===== src/logic/lau_pkg.sv =====
/*
 * Shared constants, types and helpers of the logical-AND instruction unit.
 * Assumes a byte-wide fetch stream and a data memory with one-cycle read latency.
 */
package lau_pkg;

    // ----------------------------------------------------------------
    // Opcodes
    // ----------------------------------------------------------------
    localparam logic [7:0] OP_REG_MASK  = 8'hf8;
    localparam logic [7:0] OP_REG       = 8'h58;
    localparam logic [7:0] OP_IND_MASK  = 8'hfe;
    localparam logic [7:0] OP_IND       = 8'h56;
    localparam logic [7:0] OP_A_DIR     = 8'h55;
    localparam logic [7:0] OP_A_IMM     = 8'h54;
    localparam logic [7:0] OP_DIR_A     = 8'h52;
    localparam logic [7:0] OP_DIR_IMM   = 8'h53;
    localparam logic [7:0] OP_C_BIT     = 8'h82;
    localparam logic [7:0] OP_C_NBIT    = 8'hb0;

    // ----------------------------------------------------------------
    // Lengths in bytes and machine cycles
    // ----------------------------------------------------------------
    localparam logic [1:0] LEN_ONE      = 2'h1;
    localparam logic [1:0] LEN_TWO      = 2'h2;
    localparam logic [1:0] LEN_THREE    = 2'h3;
    localparam logic [1:0] MC_ONE       = 2'h1;
    localparam logic [1:0] MC_TWO       = 2'h2;

    // ----------------------------------------------------------------
    // Timing
    // ----------------------------------------------------------------
    localparam int         CLK_PERIOD_NS = 100;
    localparam int         MC_TIME_NS    = 1200;
    localparam logic [4:0] MC_CLKS       = 5'((MC_TIME_NS + CLK_PERIOD_NS - 1) / CLK_PERIOD_NS);

    // ----------------------------------------------------------------
    // Address map
    // ----------------------------------------------------------------
    localparam logic [7:0] SFR_BASE      = 8'h80;
    localparam logic [7:0] BIT_IRAM_BASE = 8'h20;
    localparam logic [2:0] PTR_FIELD_LO  = 3'h0;

    // ----------------------------------------------------------------
    // Types
    // ----------------------------------------------------------------
    typedef enum logic [3:0] {
        FORM_NONE,
        FORM_A_REG,
        FORM_A_DIR,
        FORM_A_IND,
        FORM_A_IMM,
        FORM_DIR_A,
        FORM_DIR_IMM,
        FORM_C_BIT,
        FORM_C_NBIT
    } lau_form_t;

    typedef struct packed {
        lau_form_t  form;
        logic [1:0] len;
        logic [1:0] mcyc;
        logic [2:0] sel;
    } lau_dec_t;

    typedef struct packed {
        logic       valid;
        logic [7:0] data;
    } lau_byte_t;

    typedef struct packed {
        logic       rd;
        logic       wr;
        logic       sfr;
        logic       latch;
        logic [7:0] addr;
        logic [7:0] wdata;
    } lau_mem_t;

    typedef struct packed {
        logic       acc_we;
        logic [7:0] acc;
        logic       cy_we;
        logic       cy;
    } lau_wb_t;

    // Direct addresses at and above the base hit special function registers
    function automatic logic is_sfr(input logic [7:0] a);
        return a >= SFR_BASE;
    endfunction

endpackage


===== src/logic/lau_decode.sv =====
/*
 * Opcode decoder: form, byte length, machine cycles and register field.
 * Assumes the opcode byte is stable while it is decoded.
 */
module lau_decode (
    // Opcode in
    input  wire logic [7:0]       opcode,
    // Decoded form
    output lau_pkg::lau_dec_t     dec
);

    always_comb begin
        dec      = '{form: lau_pkg::FORM_NONE, len: lau_pkg::LEN_ONE, mcyc: lau_pkg::MC_ONE, sel: opcode[2:0]};
        if ((opcode & lau_pkg::OP_REG_MASK) == lau_pkg::OP_REG) begin
            dec.form = lau_pkg::FORM_A_REG;
        end else if ((opcode & lau_pkg::OP_IND_MASK) == lau_pkg::OP_IND) begin
            dec.form = lau_pkg::FORM_A_IND;
        end else begin
            unique case (opcode)
                lau_pkg::OP_A_DIR: begin
                    dec.form = lau_pkg::FORM_A_DIR;
                    dec.len  = lau_pkg::LEN_TWO;
                end
                lau_pkg::OP_A_IMM: begin
                    dec.form = lau_pkg::FORM_A_IMM;
                    dec.len  = lau_pkg::LEN_TWO;
                end
                lau_pkg::OP_DIR_A: begin
                    dec.form = lau_pkg::FORM_DIR_A;
                    dec.len  = lau_pkg::LEN_TWO;
                end
                lau_pkg::OP_DIR_IMM: begin
                    dec.form = lau_pkg::FORM_DIR_IMM;
                    dec.len  = lau_pkg::LEN_THREE;
                    dec.mcyc = lau_pkg::MC_TWO;
                end
                lau_pkg::OP_C_BIT: begin
                    dec.form = lau_pkg::FORM_C_BIT;
                    dec.len  = lau_pkg::LEN_TWO;
                    dec.mcyc = lau_pkg::MC_TWO;
                end
                lau_pkg::OP_C_NBIT: begin
                    dec.form = lau_pkg::FORM_C_NBIT;
                    dec.len  = lau_pkg::LEN_TWO;
                    dec.mcyc = lau_pkg::MC_TWO;
                end
                default: begin
                    dec.form = lau_pkg::FORM_NONE;
                end
            endcase
        end
    end

endmodule


===== src/logic/lau_alu.sv =====
/*
 * Byte AND, carry AND and bit address mapping.
 * Assumes operands are held stable by the sequencer for the cycle they are used.
 */
module lau_alu (
    // Byte operands
    input  wire logic [7:0] opnd_a,
    input  wire logic [7:0] opnd_b,
    // Bit operation
    input  wire logic [7:0] bit_addr,
    input  wire logic       bit_inv,
    input  wire logic       carry_in,
    // Results
    output logic [7:0]      and_byte,
    output logic            carry_out,
    output logic [7:0]      bit_byte_addr
);

    logic src_bit;

    assign and_byte = opnd_a & opnd_b;

    // Low bit addresses live in the bit-addressable RAM area
    assign bit_byte_addr = lau_pkg::is_sfr(bit_addr) ? {bit_addr[7:3], 3'h0}
                                                     : lau_pkg::BIT_IRAM_BASE + {4'h0, bit_addr[6:3]};

    assign src_bit = opnd_a[bit_addr[2:0]] ^ bit_inv;

    assign carry_out = carry_in & src_bit;

endmodule


===== src/logic/lau_unit.sv =====
/*
 * Logical-AND instruction unit: takes opcode and operand bytes from fetch,
 * reads and writes data memory, writes accumulator and carry back.
 * Assumes the memory answers a read one cycle after the request is seen,
 * and the core owns the accumulator, carry and register bank select.
 */
module lau_unit (
    // Clock and reset
    input  wire logic             ref_clk,
    input  wire logic             rst,
    // Fetch stream
    input  lau_pkg::lau_byte_t    fetch_in,
    output logic                  fetch_ready,
    output logic                  is_ours,
    // Core state
    input  wire logic [7:0]       accumulator_reg,
    input  wire logic             carry_flag,
    input  wire logic [1:0]       bank_sel,
    // Data memory
    output lau_pkg::lau_mem_t     mem_req,
    input  wire logic [7:0]       mem_rdata,
    // Write back and completion
    output lau_pkg::lau_wb_t      wb,
    output logic                  busy,
    output logic                  done
);

    // ----------------------------------------------------------------
    // Declarations
    // ----------------------------------------------------------------
    typedef enum logic [2:0] {
        S_OPC,
        S_ARG1,
        S_ARG2,
        S_READ,
        S_LAT,
        S_DATA,
        S_HOLD
    } lau_state_t;

    lau_state_t         st_r;
    lau_state_t         st_nxt;
    lau_pkg::lau_dec_t  dec_r;
    lau_pkg::lau_dec_t  dec_nxt;
    lau_pkg::lau_dec_t  dec_now;
    logic [7:0]         arg1_r;
    logic [7:0]         arg1_nxt;
    logic [7:0]         arg2_r;
    logic [7:0]         arg2_nxt;
    logic               ptr_pend_r;
    logic               ptr_pend_nxt;
    logic [7:0]         rd_addr_r;
    logic [7:0]         rd_addr_nxt;
    logic               rd_sfr_r;
    logic               rd_sfr_nxt;
    logic [4:0]         cnt_r;
    logic [4:0]         cnt_nxt;
    logic [4:0]         cnt_goal;
    lau_pkg::lau_mem_t  mem_r;
    lau_pkg::lau_mem_t  mem_nxt;
    lau_pkg::lau_wb_t   wb_r;
    lau_pkg::lau_wb_t   wb_nxt;
    logic               done_r;
    logic               done_nxt;
    logic               take;
    logic               dir_dest;
    logic               bit_form;
    logic [7:0]         alu_a;
    logic [7:0]         alu_b;
    logic [7:0]         and_byte;
    logic               carry_res;
    logic [7:0]         bit_byte_addr;

    // ----------------------------------------------------------------
    // Decode and arithmetic
    // ----------------------------------------------------------------
    lau_decode u_decode (
        .opcode (fetch_in.data),
        .dec    (dec_now)
    );

    lau_alu u_alu (
        .opnd_a        (alu_a),
        .opnd_b        (alu_b),
        .bit_addr      (arg1_r),
        .bit_inv       (dec_r.form == lau_pkg::FORM_C_NBIT),
        .carry_in      (carry_flag),
        .and_byte      (and_byte),
        .carry_out     (carry_res),
        .bit_byte_addr (bit_byte_addr)
    );

    assign dir_dest = (dec_r.form == lau_pkg::FORM_DIR_A) || (dec_r.form == lau_pkg::FORM_DIR_IMM);
    assign bit_form = (dec_r.form == lau_pkg::FORM_C_BIT) || (dec_r.form == lau_pkg::FORM_C_NBIT);

    always_comb begin
        alu_a = mem_rdata;
        alu_b = accumulator_reg;
        unique case (dec_r.form)
            lau_pkg::FORM_A_IMM:   alu_a = arg1_r;
            lau_pkg::FORM_DIR_IMM: alu_b = arg2_r;
            default:               alu_a = mem_rdata;
        endcase
    end

    // ----------------------------------------------------------------
    // Fetch handshake
    // ----------------------------------------------------------------
    // Foreign opcodes are left for the rest of the core
    assign is_ours     = fetch_in.valid && (dec_now.form != lau_pkg::FORM_NONE);
    assign fetch_ready = (st_r == S_OPC) ? is_ours : (st_r == S_ARG1) || (st_r == S_ARG2);
    assign take        = fetch_in.valid && fetch_ready;

    // Clocks to spend in total, counted from the opcode edge
    assign cnt_goal    = (dec_r.mcyc == lau_pkg::MC_TWO) ? 5'(lau_pkg::MC_CLKS << 1) : lau_pkg::MC_CLKS;

    // ----------------------------------------------------------------
    // Sequencer next state
    // ----------------------------------------------------------------
    always_comb begin
        st_nxt       = st_r;
        dec_nxt      = dec_r;
        arg1_nxt     = arg1_r;
        arg2_nxt     = arg2_r;
        ptr_pend_nxt = ptr_pend_r;
        rd_addr_nxt  = rd_addr_r;
        rd_sfr_nxt   = rd_sfr_r;
        cnt_nxt      = (cnt_r != 5'h1f) ? cnt_r + 5'h01 : cnt_r;
        mem_nxt      = '0;
        wb_nxt       = '0;
        done_nxt     = 1'b0;
        unique case (st_r)
            S_OPC: begin
                cnt_nxt = '0;
                if (take) begin
                    dec_nxt      = dec_now;
                    cnt_nxt      = 5'h01;
                    ptr_pend_nxt = 1'b0;
                    rd_sfr_nxt   = 1'b0;
                    unique case (dec_now.form)
                        lau_pkg::FORM_A_REG: begin
                            rd_addr_nxt = {3'h0, bank_sel, dec_now.sel};
                            st_nxt      = S_READ;
                        end
                        lau_pkg::FORM_A_IND: begin
                            rd_addr_nxt  = {3'h0, bank_sel, lau_pkg::PTR_FIELD_LO[2:1], dec_now.sel[0]};
                            ptr_pend_nxt = 1'b1;
                            st_nxt       = S_READ;
                        end
                        default: begin
                            st_nxt = S_ARG1;
                        end
                    endcase
                end
            end
            S_ARG1: begin
                if (take) begin
                    arg1_nxt = fetch_in.data;
                    if (dec_r.form == lau_pkg::FORM_A_IMM) begin
                        st_nxt = S_DATA;
                    end else if (dec_r.form == lau_pkg::FORM_DIR_IMM) begin
                        st_nxt = S_ARG2;
                    end else begin
                        st_nxt = S_READ;
                    end
                end
            end
            S_ARG2: begin
                if (take) begin
                    arg2_nxt = fetch_in.data;
                    st_nxt   = S_READ;
                end
            end
            S_READ: begin
                mem_nxt.rd = 1'b1;
                if (bit_form) begin
                    mem_nxt.addr = bit_byte_addr;
                    mem_nxt.sfr  = lau_pkg::is_sfr(arg1_r);
                end else if (dec_r.form == lau_pkg::FORM_A_REG || dec_r.form == lau_pkg::FORM_A_IND) begin
                    // Indirect reach never lands in the special registers
                    mem_nxt.addr = rd_addr_r;
                    mem_nxt.sfr  = rd_sfr_r;
                end else begin
                    mem_nxt.addr = arg1_r;
                    mem_nxt.sfr  = lau_pkg::is_sfr(arg1_r);
                end
                mem_nxt.latch = dir_dest;
                st_nxt        = S_LAT;
            end
            S_LAT: begin
                st_nxt = S_DATA;
            end
            S_DATA: begin
                if (ptr_pend_r) begin
                    rd_addr_nxt  = mem_rdata;
                    rd_sfr_nxt   = 1'b0;
                    ptr_pend_nxt = 1'b0;
                    st_nxt       = S_READ;
                end else begin
                    st_nxt = S_HOLD;
                    if (dir_dest) begin
                        mem_nxt.wr    = 1'b1;
                        mem_nxt.addr  = arg1_r;
                        mem_nxt.sfr   = lau_pkg::is_sfr(arg1_r);
                        mem_nxt.latch = 1'b1;
                        mem_nxt.wdata = and_byte;
                    end else if (bit_form) begin
                        wb_nxt.cy_we = 1'b1;
                        wb_nxt.cy    = carry_res;
                    end else begin
                        wb_nxt.acc_we = 1'b1;
                        wb_nxt.acc    = and_byte;
                    end
                end
            end
            S_HOLD: begin
                if (cnt_r >= cnt_goal) begin
                    done_nxt = 1'b1;
                    st_nxt   = S_OPC;
                end
            end
            default: begin
                st_nxt = S_OPC;
            end
        endcase
    end

    // ----------------------------------------------------------------
    // Sequencer registers
    // ----------------------------------------------------------------
    always_ff @(posedge ref_clk or posedge rst) begin
        if (rst) begin
            st_r       <= S_OPC;
            dec_r      <= '{form: lau_pkg::FORM_NONE, len: lau_pkg::LEN_ONE, mcyc: lau_pkg::MC_ONE, sel: 3'h0};
            arg1_r     <= '0;
            arg2_r     <= '0;
            ptr_pend_r <= 1'b0;
            rd_addr_r  <= '0;
            rd_sfr_r   <= 1'b0;
            cnt_r      <= '0;
        end else begin
            st_r       <= st_nxt;
            dec_r      <= dec_nxt;
            arg1_r     <= arg1_nxt;
            arg2_r     <= arg2_nxt;
            ptr_pend_r <= ptr_pend_nxt;
            rd_addr_r  <= rd_addr_nxt;
            rd_sfr_r   <= rd_sfr_nxt;
            cnt_r      <= cnt_nxt;
        end
    end

    // ----------------------------------------------------------------
    // Output registers
    // ----------------------------------------------------------------
    always_ff @(posedge ref_clk or posedge rst) begin
        if (rst) begin
            mem_r  <= '0;
            wb_r   <= '0;
            done_r <= 1'b0;
        end else begin
            mem_r  <= mem_nxt;
            wb_r   <= wb_nxt;
            done_r <= done_nxt;
        end
    end

    assign mem_req = mem_r;
    assign wb      = wb_r;
    assign done    = done_r;
    assign busy    = (st_r != S_OPC);

endmodule


===== config.mk =====
export PLATFORM = sky130hd
export DESIGN_NAME = lau_unit
export DESIGN_NICKNAME = d
export VERILOG_FILES = /design/src/logic/lau_pkg.sv /design/src/logic/lau_decode.sv /design/src/logic/lau_alu.sv /design/src/logic/lau_unit.sv
export SDC_FILE = /design/constraint.sdc
export NUM_CORES = 1
export LEC_CHECK = 0
export BUFFER_PORTS_ARGS = -buffer_cell sky130_fd_sc_hd__buf_4
export CAP_MARGIN = 25
export CORE_UTILIZATION = 55
export CTS_BUF_LIST = sky130_fd_sc_hd__clkbuf_4 sky130_fd_sc_hd__clkbuf_8 sky130_fd_sc_hd__clkbuf_16
export DETAILED_ROUTE_END_ITERATION = 6
export PLACE_DENSITY = 0.79
export SYNTH_ARGS = -nofsm -noshare
export SYNTH_HDL_FRONTEND = slang
export SYNTH_SLANG_ARGS = --single-unit

===== constraint.sdc =====
create_clock -name ref_clk -period 4.5 [get_ports ref_clk]
set_input_delay 0.45 -clock ref_clk [delete_from_list [all_inputs] [get_ports ref_clk]]
set_output_delay 0.45 -clock ref_clk [all_outputs]
set_load 0.1 [all_outputs]

== Yosys cells after proc, flatten, opt, wreduce, memory -nomap -nowiden ==
Index checks and enable logic that the tools add are counted.

* $add $sub $neg: 2
* $lt $le $gt $ge: 3
* Equality and inequality tests: 31
* Mux-type cells: 52
* Bitwise logic cells: 3
* Reductions and logical operators: 20

{| class="wikitable"
|+ Operators by type and width
! kind !! number
|-
| 8-bit two-way mux || 8
|-
| 19-bit two-way mux || 2
|-
| 11-bit two-way mux || 3
|-
| 8-bit by 7-bit equality test with 1-bit output, second input constant || 4
|-
| 8-bit one-hot mux with 2 select lines || 2
|-
| 4-bit one-hot mux with 6 select lines || 1
|-
| 3-bit one-hot mux with 7 select lines || 1
|-
| 10-bit one-hot mux with 2 select lines || 1
|-
| 3-bit two-way mux || 6
|-
| 4-bit by 3-bit equality test with 1-bit output, second input constant || 4
|-
| 8-bit equality test, second input constant || 2
|-
| 5-bit two-way mux || 3
|-
| 1-bit two-way mux || 14
|-
| 2-bit two-way mux || 5
|-
| 2-bit != test, second input constant || 5
|-
| 3-bit equality test, second input constant || 3
|-
| 9-bit two-way mux || 1
|-
| 8-bit bitwise AND || 1
|-
| 4-bit by 1-bit equality test with 1-bit output, second input constant || 2
|-
| 4-bit by 2-bit equality test with 1-bit output, second input constant || 2
|-
| 8-bit >= comparator, second input constant || 1
|-
| 4-bit two-way mux || 2
|-
| 2-bit AND reduction || 4
|-
| 4-bit AND reduction || 2
|-
| other kinds (25) || 32
|}

* Register bits: 72

== Depth between registers and ports, before layout ==
* Word-level depth: 10
* Gate-level depth with buffers: 7
* Mapped depth without buffers: 7

== Hierarchy ==
Synthesis repeated with hierarchy kept, for this count alone.

* Cell total of the unflattened synthesis: 345
* Area, all modules: 3881.2 um^2

{| class="wikitable"
|+ By module, submodules not included
! module !! times used !! cells an instance !! area an instance (um^2) !! seq. area each (um^2)
|-
| lau_unit || 1 || 284 || 3393.3 || 1778.0
|-
| lau_decode || 1 || 36 || 290.3 || 0.0
|-
| lau_alu || 1 || 25 || 197.7 || 0.0
|}

== Worst setup path before layout ==
Ideal clock, no wire load.

* Path kind: input -> output
* Start: input port fetch_in[2] (netlist name)
* End: output port fetch_ready
* Data arrival time: 2.760 ns
* Data required time: 4.050 ns
* Path slack: 1.290 ns
* Stages on the path: 6
* Buffers on the path: 1
* Path through: clkbuf_1 nor2_1 o2111ai_1 nand2_1 and2_1 o31a_1

* Cells in the longest elaborated chain, start to end: 7

{| class="wikitable"
|+ RTL lines
! item !! RTL line !! text
|-
| start, declared || lau_unit.sv:12 || <nowiki>input lau_pkg::lau_byte_t fetch_in,</nowiki>
|-
| 8-bit equality test or 8-bit by 7-bit equality test with 1-bit output (tied branches) || lau_decode.sv:19 || <nowiki>unique case (opcode)</nowiki>
|-
| 4-bit one-hot mux with 6 select lines || lau_decode.sv:19 ||
|-
| 4-bit two-way mux (*) || lau_decode.sv:16 || <nowiki>end else if ((opcode & lau_pkg::OP_IND_MASK) == lau_pkg::OP_IND) begin</nowiki>
|-
| 4-bit two-way mux (*) || lau_decode.sv:14 || <nowiki>if ((opcode & lau_pkg::OP_REG_MASK) == lau_pkg::OP_REG) begin</nowiki>
|-
| 4-bit nonzero test (*) || lau_unit.sv:110 || <nowiki>assign is_ours = fetch_in.valid && (dec_now.form != lau_pkg::FORM_NONE);</nowiki>
|-
| 1-bit logical AND (*) || lau_unit.sv:110 ||
|-
| named net is_ours || lau_unit.sv:14 || <nowiki>output logic is_ours,</nowiki>
|-
| 1-bit two-way mux (*) || lau_unit.sv:111 || <nowiki>assign fetch_ready = (st_r == S_OPC) ? is_ours : (st_r == S_ARG1) || (st_r == S_ARG2);</nowiki>
|-
| end, declared || lau_unit.sv:13 || <nowiki>output logic fetch_ready,</nowiki>
|}

The timed path passes the listed nets; every way through them passes the cells marked *.

== Final worst setup path ==
* Start: register st_r[0]
* End: register rd_addr_r[1]

* Cells in the longest elaborated chain, start to end: 6

{| class="wikitable"
|+ RTL lines
! item !! RTL line !! text
|-
| start, declared || lau_unit.sv:41 || <nowiki>lau_state_t st_r;</nowiki>
|-
| start signal, assigned || lau_unit.sv:242 || <nowiki>st_r <= st_nxt;</nowiki>
|-
| 3-bit by 1-bit equality test with 1-bit output or 3-bit by 2-bit equality test with 1-bit output (tied branches) || lau_unit.sv:111 ||
|-
| 1-bit logical OR || lau_unit.sv:111 ||
|-
| 1-bit two-way mux || lau_unit.sv:111 ||
|-
| 1-bit logical AND || lau_unit.sv:112 || <nowiki>assign take = fetch_in.valid && fetch_ready;</nowiki>
|-
| 2-bit != test (no line) || -- ||
|-
| 4-bit AND reduction (no line) || -- ||
|-
| end signal, assigned || lau_unit.sv:247 || <nowiki>rd_addr_r <= rd_addr_nxt;</nowiki>
|-
| end, declared || lau_unit.sv:52 || <nowiki>logic [7:0] rd_addr_r;</nowiki>
|}

Several ways; a longest one is shown, not always the timed one.
A chain may end at the register's enable or synchronous reset.

==> results_dict.tcl <==
set metrics [dict create \
    ant_nets 0 \
    hp-class "input pin to async pin" \
    synthXorXnorAreaFrac 0.00981 \
    p_comb_frac 0.344 \
    netlist-cell-type-count 60 \
    crit_path_start_kind "flip-flop" \
    fin_crit_ns 2.38 \
    hold_violations 0 \
    top_layer "met4" \
    p_sw_frac 0.395 \
    cts_resized 0 \
    clk_pin_slew_ns 0.08 \
    gp_congestion 0.928 \
    fillCellCount 468 \
    synth_flop_cell "dfrtp_1" \
    design.die.area_um2 6820 \
    synthesis.nets 388 \
    synth-seq-cells 71 \
    antenna_cells 0 \
    cts_buffer_depth 2 \
    clock.fmax_ghz 0.421 \
    fin_nets 445 \
    critPathMaxFanout 15 \
    synthTopCellsByCount "dfrtp_1, nand2_1, nor2_1" \
    outcome "finished, final reports clean" \
    crit_arrival_ns 2.65 \
    die_w_um 82.6 \
    pwr_density_cell_nw_per_um2 553 \
    slew-limit-headroom 0.325 \
    ios 65 \
    irDropWorstVdd_uv 505 \
    die_y_um 82.6 \
    antenna_found_initial 0 \
    grt_pass1_wl_um 13300 \
    ff_latch_area_um2 1780 \
    synth_top_family_by_area "simple AND/OR/NAND/NOR gates" \
    placed_area_um2 4070 \
    finalSetupTns_ns 0 \
    final_area_um2 4300 \
    maxCapViolations 0 \
    r2r_start "st_r[0]$_DFFE_PP0P_" \
    drc 0 \
    hpwl_um 6100 \
    syn_area_um2 3570 \
    finalCritPeriodShare 0.528 \
    p_leak_nw 2.10 \
    synth_edf_count 0 \
    h-tree-depth 3 \
    pwr-share-clk 0.246 \
    met2_length_um 4010 \
    root_buffer "clkbuf_8" \
    slew_violations 0 \
    ys_seq_area_frac 0.498 \
    synth.avg_cell_area_um2 10.1 \
    critical_path.startpoint "st_r[0]$_DFFE_PP0P_" \
    drt_first_pass_iters 4 \
    wl_met1_um 3780 \
    dr_wl_met3_um 554 \
    synth.most_common_cell "dfrtp_1" \
    path_class "flip-flop to flip-flop" \
    p_int_mw 1.44 \
    initial_core_util 0.586 \
    synth_fa_ha_area_frac 0.0203 \
    cts_tree "done" \
    drt_iter0_markers 218 \
    pwr-share-seq 0.410 \
    vias 2885 \
    num_rows 28 \
    io_buffer_count 64 \
    drive_gt1_frac 0.267 \
    fin_skew_ns 0.00652 \
    worstPathRequired_ns 4.77 \
    yosys.area_share.simple 0.196 \
    synthTopCellsByArea "dfrtp_1, mux2_2, mux2i_1" \
    routedWlPerCell_um 17.4 \
    synth_compound_area_frac 0.128 \
    yosysWarnings 0 \
    crit_path_end_kind "flip-flop" \
    grt-ovfl-total 0 \
    multi_input_area_um2 1630 \
    clk_latency_ns 0.35 \
    vias_per_cell 5.89 \
    postCtsSetupRepairBufs 0 \
    cts_hold_buf 0 \
    rsz0062_at_grt "no" \
    synth.area.mux_share 0.103 \
    synthCells 353 \
    postSynth.asyncResetShare 1.00 \
    synth_top_area_cell "dfrtp_1" \
    core_area_um2 6100 \
    cts_sinks 71 \
    cts_buffers 9 \
    setup-violations-final 0 \
    grt_max_degree 38 \
    power.switching_mw 0.939 \
    grt_use_total 0.273 \
    worst_hold_slack_ns 0.208 \
    grt_pass1_vias 2696 \
    tightest_slew_ns 1.01 \
    totalWireLength_um 8540 \
    yosys.area.top_type_share 0.491 \
    area_delta_synth_final_pct 20.3 \
]
-- worst paths after layout --
| path | end | slack [ns] | depth (start not counted) |
|---|---|---|---|
| min in group ref_clk | rd_addr_r[3]$_DFFE_PP0P_ | 0.36 | 3 |
| max in group asynchronous | dec_r[3]$_DFFE_PP1P_ | 3.34 | 3 |
| max reg2reg | rd_addr_r[1]$_DFFE_PP0P_ | 2.12 | 5 |
| min | wb[1]$_DFF_PP0_ | 0.21 | 2 |
| min reg2reg | mem_req[15]$_DFF_PP0_ | 0.49 | 1 |
| max | rd_addr_r[1]$_DFFE_PP0P_ | 2.12 | 5 |
-- sequential cells by signal, indices dropped and copies added (netlist names) --
register,count
arg1_r,8
arg2_r,8
cnt_r,5
dec_r,6
done,1
mem_req,20
ptr_pend_r,1
rd_addr_r,8
st_r,3
wb,11
-- power by group through the flow --
stage	clock [mW]	combinational, mW	sequential (mW)
after floorplan	0	0.534	1.05
after global placement	0	0.797	0.974
after detailed placement	0	0.816	0.979
after CTS	0.592	0.821	0.971
after global routing	0.616	0.884	0.998
final	0.585	0.818	0.975
-- cells by family (layout without fill, tap and decap cells) --
| logic type | count (synthesis) | in the layout |
|---|---|---|
| AOI/OAI and AO/OA | 71 | 71 |
| muxes | 33 | 33 |
| DFF | 71 | 71 |
| buffers and inverters | 37 | 99 |
| adders and majority gates | 6 | 6 |
| and+or+nand+nor | 131 | 131 |
| xor gates and xnor gates | 4 | 4 |
-- final cells by class --
class,count,share of cell area
clock buffers,11,0.0352
clock inverters,5,0.0186
inverters,16,0.0140
multi-input cells,245,0.379
flip-flops and latches,71,0.414
well taps,75,0.0218
repair buffers,67,0.117
-- critical path: stages, from the launching register on --
cell and delay [ns]:
dfrtp_1 0.52, or3b_1 0.49, nand3b_1 0.19, a21oi_1 0.81
nor2_1 0.10, a31oi_1 0.19
-- per-stage QoR --
step / power [mW] / utilization / std cells / worst slack (ns)
global route: 2.50 / 0.705 / 490 / 1.98
global placement: 1.77 / 0.667 / 474 / 2.22
finish: 2.38 / 0.705 / 490 / 2.12
floorplan: 1.58 / - / 353 / 1.29
CTS: 2.38 / 0.705 / 490 / 2.13
detailed placement: 1.80 / 0.667 / 474 / 2.16
-- cell usage in the layout (no fill, tap or decap), types with 5 or more instances in the layout --
master | Yosys | routed
and2_1 | 17 | 17
a31oi_1 | 6 | 6
clkbuf_8 | 0 | 11
nor3_1 | 6 | 6
dfrtp_1 | 70 | 70
nand2_1 | 34 | 34
buf_4 | 1 | 67
nor2_1 | 33 | 33
o21ai_0 | 21 | 21
nand3_1 | 9 | 9
a21o_1 | 5 | 5
inv_1 | 16 | 15
ha_1 | 5 | 5
mux2_2 | 17 | 17
a21oi_1 | 17 | 17
mux2i_1 | 15 | 15
-- routing by layer --
layer  track usage  vias up
met5        0.0167        -
met1         0.365     1400
li1              -     1346
met2         0.416      121
met3        0.0725       18
met4         0.116        0
Power figures use the tool's default switching activity.
